[src/include/scsr_pkg.sv]
// constants, field layout and types for the sensor configuration and soft reset block
// assumes a 250 MHz ref clock and a serial engine on the same clock handing over requests
//
// Operation
// - writing one to reset bit requests reset
// - reset accepted in every operating mode
// - pin polarity, drive, pulse-disable survive reset
// - boot end shown as pulse on irq
// - reset also clears serial interface logic
// - reset waits for transaction end
// - reset bit always reads back zero
// - 300 to 500 us before sequence starts
// - axis field picks self-test axis
// - polarity bit picks displacement sign
// - self-test uses internal stimulus only
// - axis codes: off, x, z
// - polarity zero positive, one negative
// - range codes 2, 4, 8, 16 g
// - bit zero selects standby or active

package scsr_pkg;

   // ==========================================================
   // register map
   localparam logic [7:0] SCSR_CFG1_ADDR     = 8'h15;

   // field layout of sensor_config_one, msb first
   typedef struct packed {
      logic       rst_trigger;
      logic [1:0] selftest_axis_select;
      logic       selftest_polarity;
      logic       spi_three_wire;
      logic [1:0] full_scale_range;
      logic       active;
   } scsr_cfg_t;

   localparam scsr_cfg_t SCSR_CFG1_RST_STRAP_LO = 8'h00;
   localparam scsr_cfg_t SCSR_CFG1_RST_STRAP_HI = 8'h03;
   localparam logic [7:0] SCSR_UNMAPPED_RD      = 8'h00;
   localparam logic       SCSR_RST_READ_VAL     = 1'h0;

   // ==========================================================
   // field encodings
   localparam logic [1:0] SCSR_ST_AXIS_OFF = 2'h0;
   localparam logic [1:0] SCSR_ST_AXIS_X   = 2'h1;
   localparam logic [1:0] SCSR_ST_AXIS_Z   = 2'h2;
   localparam logic       SCSR_SELFTEST_POLARITY_POS  = 1'h0;
   localparam logic       SCSR_SELFTEST_POLARITY_NEG  = 1'h1;
   localparam logic [1:0] SCSR_FSR_2G      = 2'h0;
   localparam logic [1:0] SCSR_FSR_4G      = 2'h1;
   localparam logic [1:0] SCSR_FSR_8G      = 2'h2;
   localparam logic [1:0] SCSR_FSR_16G     = 2'h3;
   localparam logic       SCSR_MODE_STBY   = 1'h0;
   localparam logic       SCSR_MODE_ACTIVE = 1'h1;

   // retained pin configuration, cleared only by power-on
   typedef struct packed {
      logic irq_pin_polarity;    // 1: active high
      logic irq_pin_drive_type;  // 1: push-pull, 0: open drain
      logic boot_pulse_disable;
   } scsr_pin_cfg_t;

   localparam scsr_pin_cfg_t SCSR_PIN_CFG_POR = 3'h0;

   // request from the serial engine, one cycle per access
   typedef struct packed {
      logic       wr;
      logic       rd;
      logic [7:0] addr;
      logic [7:0] wdata;
   } scsr_bus_req_t;

   // ==========================================================
   // timing
   localparam int SCSR_CLK_PERIOD_NS    = 4;
   localparam int SCSR_RST_DLY_MIN_US   = 300;
   localparam int SCSR_RST_DLY_MAX_US   = 500;
   localparam int SCSR_RST_DLY_CYC      =
      (SCSR_RST_DLY_MIN_US * 1000 + SCSR_CLK_PERIOD_NS - 1) / SCSR_CLK_PERIOD_NS;
   localparam int SCSR_RST_DLY_MAX_CYC  = SCSR_RST_DLY_MAX_US * 1000 / SCSR_CLK_PERIOD_NS;
   localparam int SCSR_BOOT_WAIT_A_US   = 1000;
   localparam int SCSR_BOOT_WAIT_CYC    = SCSR_BOOT_WAIT_A_US * 1000 / SCSR_CLK_PERIOD_NS;
   localparam int SCSR_BOOT_PULSE_NS    = 1000;
   localparam int SCSR_BOOT_PULSE_CYC   =
      (SCSR_BOOT_PULSE_NS + SCSR_CLK_PERIOD_NS - 1) / SCSR_CLK_PERIOD_NS;
   localparam int SCSR_TMR_W            = 20;
   localparam logic [1:0] SCSR_SYNC_SETTLE = 2'h2;

   // ==========================================================
   // sequencer states
   typedef enum logic [5:0] {
      SCSR_ST_POR   = 6'h01,
      SCSR_ST_IDLE  = 6'h02,
      SCSR_ST_PEND  = 6'h04,
      SCSR_ST_DELAY = 6'h08,
      SCSR_ST_BOOT  = 6'h10,
      SCSR_ST_PULSE = 6'h20
   } scsr_state_t;

endpackage : scsr_pkg

[src/hdl/scsr_timer.sv]
// down counter that times one interval after a start pulse
// assumes start only while idle; load value of zero still lasts one cycle
`timescale 1ns/10ps
`default_nettype none

module scsr_timer #(
   parameter int W = 20
) (
   input  wire logic         ref_clk_in,
   input  wire logic         srst_in,
   input  wire logic         start_in,
   input  wire logic [W-1:0] load_in,
   output logic              busy_out,
   output logic              done_out
);

   logic [W-1:0] cnt_reg;
   logic         busy_reg;
   logic         done_reg;
   wire          last_w = (cnt_reg == '0);

   always_ff @(posedge ref_clk_in) begin
      if (srst_in) begin
         cnt_reg  <= '0;
         busy_reg <= 1'b0;
         done_reg <= 1'b0;
      end else begin
         done_reg <= busy_reg & last_w;
         if (start_in & ~busy_reg) begin
            cnt_reg  <= load_in;
            busy_reg <= 1'b1;
         end else if (busy_reg) begin
            cnt_reg  <= last_w ? cnt_reg : cnt_reg - 1'b1;
            busy_reg <= ~last_w;
         end
      end
   end

   assign busy_out = busy_reg;
   assign done_out = done_reg;

endmodule : scsr_timer

`default_nettype wire

[src/hdl/scsr_core.sv]
// sensor_config_one register with the soft reset and boot sequencer
// assumes serial engines on ref_clk_in; chip select and boot strap arrive as raw pins
`timescale 1ns/10ps
`default_nettype none

module scsr_core
   import scsr_pkg::*;
#(
   parameter int RST_DLY_CYC   = scsr_pkg::SCSR_RST_DLY_CYC,
   parameter int BOOT_WAIT_CYC = scsr_pkg::SCSR_BOOT_WAIT_CYC
) (
   input  wire logic                    ref_clk_in,
   input  wire logic                    srst_in,
   input  wire scsr_pkg::scsr_bus_req_t bus_req_in,
   input  wire logic                    i2c_stop_in,
   input  wire logic                    spi_cs_n_in,
   input  wire logic                    boot_mode_strap_in,
   input  wire logic                    pin_cfg_wr_in,
   input  wire scsr_pkg::scsr_pin_cfg_t pin_cfg_in,
   output logic [7:0]                   rd_data_out,
   output scsr_pkg::scsr_cfg_t          cfg_out,
   output scsr_pkg::scsr_pin_cfg_t      pin_cfg_out,
   output logic                         selftest_x_drive_out,
   output logic                         selftest_z_drive_out,
   output logic                         selftest_negative_out,
   output logic                         core_reset_out,
   output logic                         intf_reset_out,
   output logic                         reset_busy_out,
   output logic                         irq_pin_out,
   output logic                         irq_pin_oe_out
);

   import scsr_pkg::*;

   // ==========================================================
   // pin synchronisers
   logic cs_meta_reg;
   logic cs_sync_reg;
   logic cs_prev_reg;
   logic strap_meta_reg;
   logic strap_sync_reg;
   logic [1:0] settle_reg;

   always_ff @(posedge ref_clk_in) begin
      if (srst_in) begin
         cs_meta_reg    <= 1'b1;
         cs_sync_reg    <= 1'b1;
         cs_prev_reg    <= 1'b1;
         strap_meta_reg <= 1'b0;
         strap_sync_reg <= 1'b0;
      end else begin
         cs_meta_reg    <= spi_cs_n_in;
         cs_sync_reg    <= cs_meta_reg;
         cs_prev_reg    <= cs_sync_reg;
         strap_meta_reg <= boot_mode_strap_in;
         strap_sync_reg <= strap_meta_reg;
      end
   end

   // end of transaction: i2c stop or chip select released
   wire cs_release_w = cs_sync_reg & ~cs_prev_reg;
   wire xfer_end_w   = i2c_stop_in | cs_release_w;

   // ==========================================================
   // sequencer state
   scsr_state_t   state_reg;
   scsr_state_t   state_next;
   scsr_cfg_t     cfg_reg;
   scsr_cfg_t     cfg_next;
   scsr_pin_cfg_t pin_cfg_reg;
   logic [7:0]    rd_data_reg;
   logic          core_rst_reg;
   logic          core_rst_next;

   wire dly_busy_w;
   wire dly_done_w;
   wire boot_busy_w;
   wire boot_done_w;
   wire pls_busy_w;
   wire pls_done_w;

   // defaults follow the strap as caught after reset release
   wire scsr_cfg_t dflt_cfg_w = strap_sync_reg ? SCSR_CFG1_RST_STRAP_HI
                                               : SCSR_CFG1_RST_STRAP_LO;

   // ==========================================================
   // register access decode
   wire st_idle_w   = (state_reg == SCSR_ST_IDLE);
   wire st_pend_w   = (state_reg == SCSR_ST_PEND);
   wire st_delay_w  = (state_reg == SCSR_ST_DELAY);
   wire st_boot_w   = (state_reg == SCSR_ST_BOOT);
   wire st_pulse_w  = (state_reg == SCSR_ST_PULSE);
   wire st_por_w    = (state_reg == SCSR_ST_POR);
   // interface is held in reset from the reload through the boot wait
   wire intf_held_w = st_por_w | st_boot_w;
   wire hit_w       = (bus_req_in.addr == SCSR_CFG1_ADDR);
   // accepted in any sensor mode; only the power-on settle and the boot window block the bus
   wire wr_hit_w    = bus_req_in.wr & hit_w & ~intf_held_w;
   wire rd_hit_w    = bus_req_in.rd & hit_w & ~intf_held_w;
   wire scsr_cfg_t wr_cfg_w = scsr_cfg_t'(bus_req_in.wdata);
   wire rst_req_w   = wr_hit_w & wr_cfg_w.rst_trigger;
   wire strap_ok_w  = (settle_reg == SCSR_SYNC_SETTLE);

   // ==========================================================
   // next state
   always_comb begin
      state_next    = state_reg;
      core_rst_next = 1'b0;
      unique case (state_reg)
         SCSR_ST_POR: begin
            if (strap_ok_w) begin
               state_next = SCSR_ST_BOOT;
            end
         end
         SCSR_ST_IDLE: begin
            if (rst_req_w) begin
               state_next = SCSR_ST_PEND;
            end
         end
         SCSR_ST_PEND: begin
            if (xfer_end_w) begin
               state_next = SCSR_ST_DELAY;
            end
         end
         SCSR_ST_DELAY: begin
            if (dly_done_w) begin
               state_next    = SCSR_ST_BOOT;
               core_rst_next = 1'b1;
            end
         end
         SCSR_ST_BOOT: begin
            if (boot_done_w) begin
               state_next = pin_cfg_reg.boot_pulse_disable ? SCSR_ST_IDLE
                                                           : SCSR_ST_PULSE;
            end
         end
         SCSR_ST_PULSE: begin
            if (pls_done_w) begin
               state_next = SCSR_ST_IDLE;
            end
         end
      endcase
   end

   // ==========================================================
   // register contents
   always_comb begin
      cfg_next = cfg_reg;
      if (core_rst_next | (st_por_w & strap_ok_w)) begin
         cfg_next = dflt_cfg_w;
      end else if (wr_hit_w) begin
         cfg_next = wr_cfg_w;
      end
      // the trigger is never stored; pending lives in the sequencer
      cfg_next.rst_trigger = SCSR_RST_READ_VAL;
   end

   always_ff @(posedge ref_clk_in) begin
      if (srst_in) begin
         state_reg    <= SCSR_ST_POR;
         cfg_reg      <= SCSR_CFG1_RST_STRAP_LO;
         settle_reg   <= '0;
         core_rst_reg <= 1'b0;
      end else begin
         state_reg    <= state_next;
         cfg_reg      <= cfg_next;
         core_rst_reg <= core_rst_next;
         if (st_por_w & ~strap_ok_w) begin
            settle_reg <= settle_reg + 2'h1;
         end
      end
   end

   // retained pin bits: only power-on clears them
   always_ff @(posedge ref_clk_in) begin
      if (srst_in) begin
         pin_cfg_reg <= SCSR_PIN_CFG_POR;
      end else if (pin_cfg_wr_in) begin
         pin_cfg_reg <= pin_cfg_in;
      end
   end

   // read data; reset bit reads zero since the store holds zero
   always_ff @(posedge ref_clk_in) begin
      if (srst_in) begin
         rd_data_reg <= SCSR_UNMAPPED_RD;
      end else if (bus_req_in.rd) begin
         rd_data_reg <= rd_hit_w ? 8'(cfg_reg) : SCSR_UNMAPPED_RD;
      end
   end

   // ==========================================================
   // interval timers
   // the delay uses the least figure, at the lower end of the allowed window
   scsr_timer #(
      .W (SCSR_TMR_W)
   ) u_dly_tmr (
      .ref_clk_in (ref_clk_in),
      .srst_in    (srst_in),
      .start_in   (st_pend_w & xfer_end_w),
      .load_in    (SCSR_TMR_W'(RST_DLY_CYC - 2)),
      .busy_out   (dly_busy_w),
      .done_out   (dly_done_w)
   );

   scsr_timer #(
      .W (SCSR_TMR_W)
   ) u_boot_tmr (
      .ref_clk_in (ref_clk_in),
      .srst_in    (srst_in),
      .start_in   (st_boot_w & ~boot_busy_w & ~boot_done_w),
      .load_in    (SCSR_TMR_W'(BOOT_WAIT_CYC - 2)),
      .busy_out   (boot_busy_w),
      .done_out   (boot_done_w)
   );

   scsr_timer #(
      .W (SCSR_TMR_W)
   ) u_pls_tmr (
      .ref_clk_in (ref_clk_in),
      .srst_in    (srst_in),
      .start_in   (st_pulse_w & ~pls_busy_w & ~pls_done_w),
      .load_in    (SCSR_TMR_W'(SCSR_BOOT_PULSE_CYC - 2)),
      .busy_out   (pls_busy_w),
      .done_out   (pls_done_w)
   );

   // ==========================================================
   // irq pin: boot pulse honours polarity and drive type
   wire irq_act_w = st_pulse_w;
   wire irq_lvl_w = irq_act_w ? pin_cfg_reg.irq_pin_polarity
                              : ~pin_cfg_reg.irq_pin_polarity;
   // open drain can only pull low, so it drives only a low level
   wire irq_oe_w  = pin_cfg_reg.irq_pin_drive_type | ~irq_lvl_w;

   logic irq_lvl_reg;
   logic irq_oe_reg;

   always_ff @(posedge ref_clk_in) begin
      if (srst_in) begin
         irq_lvl_reg <= 1'b1;
         irq_oe_reg  <= 1'b0;
      end else begin
         irq_lvl_reg <= irq_lvl_w;
         irq_oe_reg  <= irq_oe_w;
      end
   end

   // ==========================================================
   // outputs
   assign rd_data_out           = rd_data_reg;
   assign cfg_out               = cfg_reg;
   assign pin_cfg_out           = pin_cfg_reg;
   // stimulus is generated inside; no outside motion is needed
   assign selftest_x_drive_out  = (cfg_reg.selftest_axis_select == SCSR_ST_AXIS_X);
   assign selftest_z_drive_out  = (cfg_reg.selftest_axis_select == SCSR_ST_AXIS_Z);
   assign selftest_negative_out = (cfg_reg.selftest_polarity == SCSR_SELFTEST_POLARITY_NEG);
   assign core_reset_out        = core_rst_reg;
   assign intf_reset_out        = intf_held_w;
   assign reset_busy_out        = ~st_idle_w;
   assign irq_pin_out           = irq_lvl_reg;
   assign irq_pin_oe_out        = irq_oe_reg;
   // full_scale_range and active leave on cfg_out unchanged
   wire unused_w = st_delay_w | dly_busy_w;

endmodule : scsr_core

`default_nettype wire

[config.mk]
export PLATFORM = sky130hd
export DESIGN_NAME = scsr_core
export DESIGN_NICKNAME = d
export VERILOG_FILES = /design/src/include/scsr_pkg.sv /design/src/hdl/scsr_timer.sv /design/src/hdl/scsr_core.sv
export SDC_FILE = /design/constraint.sdc
export NUM_CORES = 1
export LEC_CHECK = 0
export BUFFER_PORTS_ARGS = -buffer_cell sky130_fd_sc_hd__buf_2
export CORE_UTILIZATION = 48
export DETAILED_ROUTE_END_ITERATION = 10
export PLACE_DENSITY = 0.78
export SLEW_MARGIN = 20
export SYNTH_ARGS = -nofsm -noshare
export SYNTH_HDL_FRONTEND = slang
export SYNTH_SLANG_ARGS = --single-unit
[constraint.sdc]
create_clock -name ref_clk_in -period 3.1 [get_ports ref_clk_in]
set_input_delay 0.155 -clock ref_clk_in [delete_from_list [all_inputs] [get_ports ref_clk_in]]
set_output_delay 0.155 -clock ref_clk_in [all_outputs]
set_load 0.05 [all_outputs]
==> results of run 1 <==
[path summary, 6_finish.rpt]
| check | from | end | slack [ns] | depth (start not counted) |
|---|---|---|---|---|
| worst max-delay path | state_reg[4] | u_pls_tmr.cnt_reg[8] | 0.58 | 5 |
| worst max register to register | state_reg[4] | u_pls_tmr.cnt_reg[8] | 0.58 | 5 |
| worst min register to register | cs_meta_reg | cs_sync_reg | 0.43 | 1 |
| worst min-delay path | bus_req_in[5] | cfg_out[5] | 0.02 | 3 |
[routing by layer]
layer,wire (um),GRT usage [%]
met5,0,0
met4,114,7.58
met3,426,5.43
met2,4620,32.8
met1,4210,24.4
[critical path, cell delays in order (launching register included)]
cell and delay [ns]:
dfxtp_1 0.38, or4_1 0.56, nor4b_1 0.55, nand2b_1 0.29, nand2b_1 0.50, nor2_1 0.11
[logic make-up after synthesis]
logic type	Yosys count	share of synthesized area [%]
AND/OR/NAND/NOR	234	28.2
flip-flops	99	43.0
AO/OA/AOI/OAI	90	12.4
XOR/XNOR	44	8.37
buffers and inverters	37	3.67
multiplexers	11	2.42
adder cells (fa/ha/maj)	7	1.90
other	1	0.0814
[report_power, final]
part	switching [mW]	internal [mW]	total, mW
registers	0.115	1.38	1.50
logic	0.679	0.358	1.04
clock network	0.425	0.333	0.758
[layout make-up]
type / count / area [um2] / share of cell area (%)
Sequential cell: 99 / 1980 / 38.4
Clock buffer: 12 / 155 / 3.00
Tap cell: 129 / 161 / 3.13
Clock inverter: 3 / 23.8 / 0.460
Inverter: 14 / 52.6 / 1.02
Multi-Input combinational cell: 388 / 2460 / 47.6
Timing Repair Buffer: 60 / 330 / 6.40
[through the flow]
step / cell area (um2) / power, mW / util (%)
finish: 5160 / 3.29 / 55.6
global route: 5160 / 3.53 / 55.6
CTS: 5160 / 3.32 / 55.6
detailed placement: 4950 / 2.54 / 53.4
global placement: 4950 / 2.52 / 53.4
floorplan: 4610 / 2.44 / -
[cells in the final DEF (no fill, tap or decap), drive strengths merged, types with 9 or more instances in the layout]
cell and count:
dfxtp 99, nor2 74, buf 57, a21oi 32, xnor2 25, nor4 21, xor2 19, nand2 18
nor3 17, inv 14, o21ai 14, nor2b 13, nand2b 13, clkbuf 12, or3 11, or4 11
a211oi 10, mux2i 10, nand4 9, o211ai 9
==> impl_metrics.json, run 1 <==
{
  "clock_skew_ns": 0.00865,
  "die_y_um": 100,
  "cellPowerDensity_mw_per_mm2": 638,
  "drt-pass1-iter-count": 4,
  "slew_headroom_pct": 48.3,
  "ys_ff_latch": 99,
  "fillers": 867,
  "netlist-cell-type-count": 52,
  "post_drt_wl_per_cell_um": 13.3,
  "synthFlopType": "dfxtp_1",
  "setup_ws_ns": 0.583,
  "clk_path_buf_depth": 2,
  "coreArea_mm2": 0.00928,
  "period_needed_ns": 2.52,
  "yosys_warnings": 0,
  "synth-async-reset-ratio_pct": 0,
  "crit_path_end_kind": "register",
  "die_w_um": 100,
  "numCtsBuffers": 9,
  "synthTopCellsByArea": "dfxtp_1 43%, nor2_1 6.0%, xnor2_1 4.8%, xor2_1 3.6%, a21oi_1 3.5%",
  "grt_pass1_vias": 3628,
  "placedCellCount": 687,
  "synth_area_per_cell_um2": 8.81,
  "syn_area_mm2": 0.00461,
  "drt-initial-drc-count": 135,
  "synth_area_leader_cell": "dfxtp_1",
  "cts.htree.levels": 3,
  "drc_errors": 0,
  "drt.antenna.violating_nets": 0,
  "place.gp.congestion": 0.857,
  "layout-drive-gt1-share_pct": 14.9,
  "postCtsHoldBufs": 3,
  "fin_cells": 705,
  "routed_wl_um": 9370,
  "antenna_found_initial": 0,
  "synth_common_cells": "99 x dfxtp_1, 74 x nor2_1, 32 x a21oi_1, 25 x xnor2_1, 21 x nor4_1",
  "initial_utilization_pct": 49.6,
  "vias": 3891,
  "grt_max_degree": 43,
  "port_buffers": 51,
  "routed_via_density": 5.52,
  "critPathKind": "reg2reg",
  "yosysMostFrequentCell": "dfxtp_1",
  "hold_violations": 0,
  "synth_edf_count": 0,
  "hpwl_um": 6630,
  "nNetsFinal": 606,
  "cts-root-buf": "clkbuf_8",
  "ys_seq_area_share_pct": 43.0,
  "cts_tree": "done",
  "hold_class": "in2reg",
  "n_antenna_cell": 0,
  "cp-start-kind": "register",
  "cts_setup_buffers": 0,
  "insertion_delay_ns": 0.37,
  "cts_resized": 0,
  "crit_fanout": 15,
  "die-area_mm2": 0.00999,
  "synth_top_area_share_pct": 43.0,
  "rows": 35,
  "report.final.slew_viol_count": 0,
  "grt_pass1_wl_um": 16000,
  "ir_worst_vdd_mv": 0.693,
  "grt_use_total_pct": 19.8,
  "status": "complete, no violations",
  "synthCells": 523,
  "p_leak_nw": 2.06,
  "cts_num_sinks": 99,
  "rsz0062_at_grt": "false",
  "synthToLayoutAreaGrowth_pct": 12.1,
  "max-cap-violations": 0,
  "cp.required_ns": 3.34,
  "ios": 54,
  "dp_slack_ns": 0.608,
  "finalSetupViolations": 0,
  "crit_arrival_ns": 2.76,
  "worst_pin_slew_ns": 0.764,
  "setup_tns_ns": 0,
  "path_clk_slew_ns": 0.09,
  "grt_remaining_overflow": 0,
  "timing.final.crit_share_pct": 81.2,
  "fmax_ghz": 0.397,
  "whs_ns": 0.0172
}
(Power assumes the default switching activity.)
==> run 2, diff against run 1 <==
==> constraint.sdc (replaced) <==
create_clock -name ref_clk_in -period 2.6 [get_ports ref_clk_in]
set_input_delay 0.13 -clock ref_clk_in [delete_from_list [all_inputs] [get_ports ref_clk_in]]
set_output_delay 0.13 -clock ref_clk_in [all_outputs]
set_load 0.05 [all_outputs]
==> run 2 against run 1 <==
Sequential share of layout area down 0.97 points. Final area grew 2.6%. Hold slack lost 0.010 ns. Final cell count grew 1.6%. Critical endpoint is now u_pls_tmr.cnt_reg[1].
==> impl_metrics.json, run 2 (synthesis results as in run 1) <==
{
  "cts_num_sinks": 99,
  "drt-pass1-iter-count": 4,
  "hpwl_um": 6790,
  "grt_remaining_overflow": 0,
  "report.final.slew_viol_count": 0,
  "rows": 35,
  "path_clk_slew_ns": 0.09,
  "ios": 54,
  "crit_arrival_ns": 2.61,
  "p_int_mw": 2.70,
  "place.gp.congestion": 0.874,
  "cellPowerDensity_mw_per_mm2": 779,
  "p_comb_share_pct": 30.3,
  "cts.htree.levels": 3,
  "grt_pass1_wl_um": 16300,
  "post_drt_wl_per_cell_um": 13.3,
  "ir_worst_vdd_mv": 0.704,
  "port_buffers": 51,
  "setup_tns_ns": 0,
  "max-cap-violations": 0,
  "insertion_delay_ns": 0.37,
  "cp-start-kind": "register",
  "clock_skew_ns": 0.00961,
  "grt_use_total_pct": 20.2,
  "r2r_cells": 6,
  "timing.final.crit_share_pct": 91.3,
  "slew_headroom_pct": 59.2,
  "crit_fanout": 15,
  "status": "complete, no violations",
  "layout-drive-gt1-share_pct": 16.4,
  "swShare_pct": 34.7,
  "worstHoldPathCells": 3,
  "fin_cells": 716,
  "min_from": "bus_req_in[6]",
  "vias": 3904,
  "cts_tree": "done",
  "synthToLayoutAreaGrowth_pct": 15.0,
  "final_common_cell": "dfxtp_1",
  "p_switching_mw": 1.43,
  "die_w_um": 100,
  "drt-initial-drc-count": 165,
  "n_antenna_cell": 0,
  "regToRegSetupSlack_ns": 0.23,
  "cp.required_ns": 2.83,
  "hold_class": "in2reg",
  "rr_endpoint": "u_pls_tmr.cnt_reg[1]",
  "drt.antenna.violating_nets": 0,
  "critPathKind": "reg2reg",
  "layout_common_cells": "99 x dfxtp_1, 74 x nor2_1, 51 x buf_2",
  "grt_max_degree": 31,
  "cts-root-buf": "clkbuf_8",
  "finalCoreUtilization_pct": 57.1,
  "drc_errors": 0,
  "antenna_found_initial": 0,
  "die-area_mm2": 0.00999,
  "die_y_um": 100,
  "cts_setup_buffers": 0,
  "period_needed_ns": 2.37,
  "p_leak_nw": 2.14,
  "coreArea_mm2": 0.00928,
  "nNetsFinal": 617,
  "hold_end": "cfg_out[6]",
  "initial_utilization_pct": 49.6,
  "numCtsBuffers": 9,
  "clkPwrFrac_pct": 26.3,
  "routed_wl_um": 9500,
  "r2r_start": "state_reg[4]",
  "crit_path_end_kind": "register",
  "grt_pass1_vias": 3685,
  "worst_pin_slew_ns": 0.603,
  "routed_via_density": 5.45,
  "finalSetupViolations": 0,
  "fmax_ghz": 0.421,
  "seq_power_share_pct": 43.3,
  "hold_violations": 0,
  "rsz0062_at_grt": "false",
  "placedCellCount": 696,
  "clk_path_buf_depth": 2
}
run 2: cell count changes in the layout (fill, tap and decap cells not counted), sizes merged:
cell / change
buf: +9
bufinv: +2
clkbuf: -1
clkinv: +1
clkinvlp: -2
dlygate4sd3: +2
run 2: layer usage:
metal	share of wire (%)	routed length, um	vias up	global-route usage, %
li1	-	-	1985	-
met1	47	4470	1843	24.8
met2	49	4620	68	34.8
met3	3.5	331	8	5.43
met4	0.80	76	0	5.32
met5	0	0	-	0
run 2: how the worst max path moves through the flow:
| stage | start | to | slack [ns] | depth (start not counted) |
|---|---|---|---|---|
| floorplan | u_boot_tmr.cnt_reg[10] | u_boot_tmr.cnt_reg[6] | 0.35 | 8 |
| global placement | u_boot_tmr.cnt_reg[10] | u_boot_tmr.cnt_reg[3] | 0.34 | 5 |
| detailed placement | u_boot_tmr.cnt_reg[10] | u_boot_tmr.cnt_reg[7] | 0.27 | 5 |
| CTS | u_pls_tmr.cnt_reg[0] | u_pls_tmr.cnt_reg[1] | 0.23 | 7 |
| global route | state_reg[4] | u_pls_tmr.cnt_reg[1] | 0.08 | 6 |
| finish | state_reg[4] | u_pls_tmr.cnt_reg[1] | 0.23 | 6 |
run 2: timing repair:
item	CTS	global route
hold endpoints to repair	5	0
gates resized for setup	0	0
setup endpoints to repair	0	0
hold buffers	5	0
run 2: layout make-up:
| type | count | area, um2 |
|---|---|---|
| Multi-Input combinational cell | 388 | 2460 |
| Clock buffer | 11 | 151 |
| Clock inverter | 4 | 73.8 |
| Timing Repair Buffer | 71 | 418 |
| Fill cell | 865 | 3990 |
| Inverter | 14 | 52.6 |
| Tap cell | 129 | 161 |
| Sequential cell | 99 | 1980 |
run 2: worst max-delay path: stages, from the launching register on:
cell and delay [ns]:
dfxtp_1 0.38, or4_1 0.56, nor4b_1 0.54, nand2b_1 0.31
nand2b_1 0.14, buf_4 0.22, a211oi_1 0.09
run 2: power by group through the flow:
stage | clock network [mW] | registers [mW] | logic [mW]
5_1_grt | 1.19 | 1.81 | 1.41
4_1_cts | 1.11 | 1.79 | 1.24
3_3_place_gp | 0 | 1.81 | 1.19
3_5_place_dp | 0 | 1.82 | 1.23
2_1_floorplan | 0 | 1.83 | 1.07
6_report | 1.09 | 1.79 | 1.25
run 2: stage by stage:
stage	worst slack (ns)	power [mW]	instance area [um2]	hold WS (ns)
finish	0.227	4.13	5300	0.00695
detailed placement	0.274	3.05	5020	0.319
global route	0.0800	4.41	5300	0.00468
global placement	0.336	3.00	5020	0.320
floorplan	0.355	2.91	4610	0.234
CTS	0.230	4.14	5300	0.0000446
==> run 3, diff against run 2 <==
--- a/config.mk
+++ b/config.mk
@@ -8,6 +8,7 @@
 export BUFFER_PORTS_ARGS = -buffer_cell sky130_fd_sc_hd__buf_2
 export CORE_UTILIZATION = 48
 export DETAILED_ROUTE_END_ITERATION = 10
+export GPL_ROUTABILITY_DRIVEN = 0
 export PLACE_DENSITY = 0.78
 export SLEW_MARGIN = 20
 export SYNTH_ARGS = -nofsm -noshare
==> constraint.sdc (replaced) <==
create_clock -name ref_clk_in -period 2.5 [get_ports ref_clk_in]
set_input_delay 0.125 -clock ref_clk_in [delete_from_list [all_inputs] [get_ports ref_clk_in]]
set_output_delay 0.125 -clock ref_clk_in [all_outputs]
set_load 0.05 [all_outputs]
==> run 3 against run 2 <==
Fmax grew 0.62%. Critical path type unchanged. Clock skew about the same. Count of clock-buffer cells in the layout down 1. Sequential cell count unchanged. Sequential share of layout area down 0.50 points. Combinational power up 9.6%.
==> impl_metrics.json, run 3 (synthesis results as in run 1) <==
{
  "cts_setup_buffers": 0,
  "regArea_mm2": 0.00198,
  "grt_pass1_vias": 3666,
  "status": "complete, no violations",
  "cp.required_ns": 2.73,
  "worst_pin_slew_ns": 0.696,
  "drc_errors": 0,
  "clk_path_buf_depth": 2,
  "antenna_found_initial": 0,
  "layout-drive-gt1-share_pct": 16.7,
  "finalSetupViolations": 0,
  "drt.antenna.violating_nets": 0,
  "cts-root-buf": "clkbuf_8",
  "nNetsFinal": 623,
  "crit_path_end_kind": "register",
  "die_y_um": 100,
  "placed_area_mm2": 0.00504,
  "whs_ns": 0.0312,
  "grt_max_degree": 36,
  "period_needed_ns": 2.36,
  "fmax_ghz": 0.424,
  "finalCoreUtilization_pct": 57.8,
  "post_drt_wl_per_cell_um": 13.2,
  "initial_utilization_pct": 49.6,
  "r2r_start": "u_dly_tmr.cnt_reg[0]",
  "path_clk_slew_ns": 0.09,
  "final_common_cell": "dfxtp_1",
  "cp-start-kind": "register",
  "numCtsBuffers": 9,
  "hold_violations": 0,
  "die-area_mm2": 0.00999,
  "crit_fanout": 6,
  "cts.htree.levels": 3,
  "coreArea_mm2": 0.00928,
  "hpwl_um": 6760,
  "cp-startpoint": "u_dly_tmr.cnt_reg[0]",
  "placedCellCount": 698,
  "crit_arrival_ns": 2.59,
  "grt_remaining_overflow": 0,
  "vias": 3869,
  "drt-initial-drc-count": 128,
  "fin_cells": 723,
  "clock_skew_ns": 0.00929,
  "cts_tree": "done",
  "timing.final.crit_share_pct": 94.3,
  "report.final.slew_viol_count": 0,
  "p_leak_nw": 2.17,
  "grt_use_total_pct": 19.8,
  "max-cap-violations": 0,
  "port_buffers": 51,
  "fillers": 828,
  "n_antenna_cell": 0,
  "finish.instance_area_mm2": 0.00537,
  "setup_tns_ns": 0,
  "die_w_um": 100,
  "ir_worst_vdd_mv": 1.12,
  "critPathKind": "reg2reg",
  "ios": 54,
  "grt_pass1_wl_um": 16000,
  "insertion_delay_ns": 0.36,
  "slew_headroom_pct": 53.2,
  "cts_num_sinks": 99,
  "layout_common_cells": "99 x dfxtp_1, 74 x nor2_1, 51 x buf_2",
  "synthToLayoutAreaGrowth_pct": 16.6,
  "routed_via_density": 5.35,
  "multiInputGateArea_mm2": 0.00246,
  "cellPowerDensity_mw_per_mm2": 824,
  "setup_ws_ns": 0.142,
  "drt-pass1-iter-count": 4,
  "power_mw": 4.42,
  "rows": 35,
  "hold_class": "in2reg",
  "min_from": "bus_req_in[17]",
  "rsz0062_at_grt": "false",
  "routed_wl_um": 9520,
  "dp_slack_ns": 0.205
}
-- run 3: final timing paths --
path,end,slack [ns],cells past startpoint
max,u_dly_tmr.cnt_reg[6],0.14,8
min,state_reg[2],0.03,3
min reg2reg,cs_sync_reg,0.42,1
max reg2reg,u_dly_tmr.cnt_reg[6],0.14,8
-- run 3: layer usage --
layer / up-vias / wire, um / track usage (%)
met5: - / 0 / 0
met4: 0 / 50 / 4.86
met3: 6 / 380 / 5.50
met2: 68 / 4660 / 34.4
met1: 1792 / 4430 / 24.3
li1: 2003 / - / -
-- run 3: layout make-up --
class	count	area share, %
Clock buffer	10	2.38
Multi-Input combinational cell	388	45.8
Clock inverter	6	2.07
Sequential cell	99	36.9
Tap cell	129	3.01
Timing Repair Buffer	77	8.81
Inverter	14	0.979
-- run 3: critical path, cell delays in order, from the launching register on --
cell      delay (ns)
dfxtp_1         0.35
inv_1           0.08
ha_1            0.15
or4b_2          0.64
nor4b_4         0.41
buf_4           0.21
a211oi_1        0.09
xnor2_1         0.19
a21oi_1         0.10
-- run 3: timing repair --
| action | CTS | global route |
|---|---|---|
| resized for setup | 0 | 1 |
| endpoints found under the hold margin | 9 | 0 |
| endpoints found under the setup margin | 0 | 1 |
| hold buffers | 9 | 0 |
-- run 3: report_power, final --
part	switching [mW]	total, mW	internal, mW
combinational	0.856	1.37	0.518
sequential	0.143	1.86	1.72
clock	0.524	1.19	0.666
total	1.52	4.42	2.90
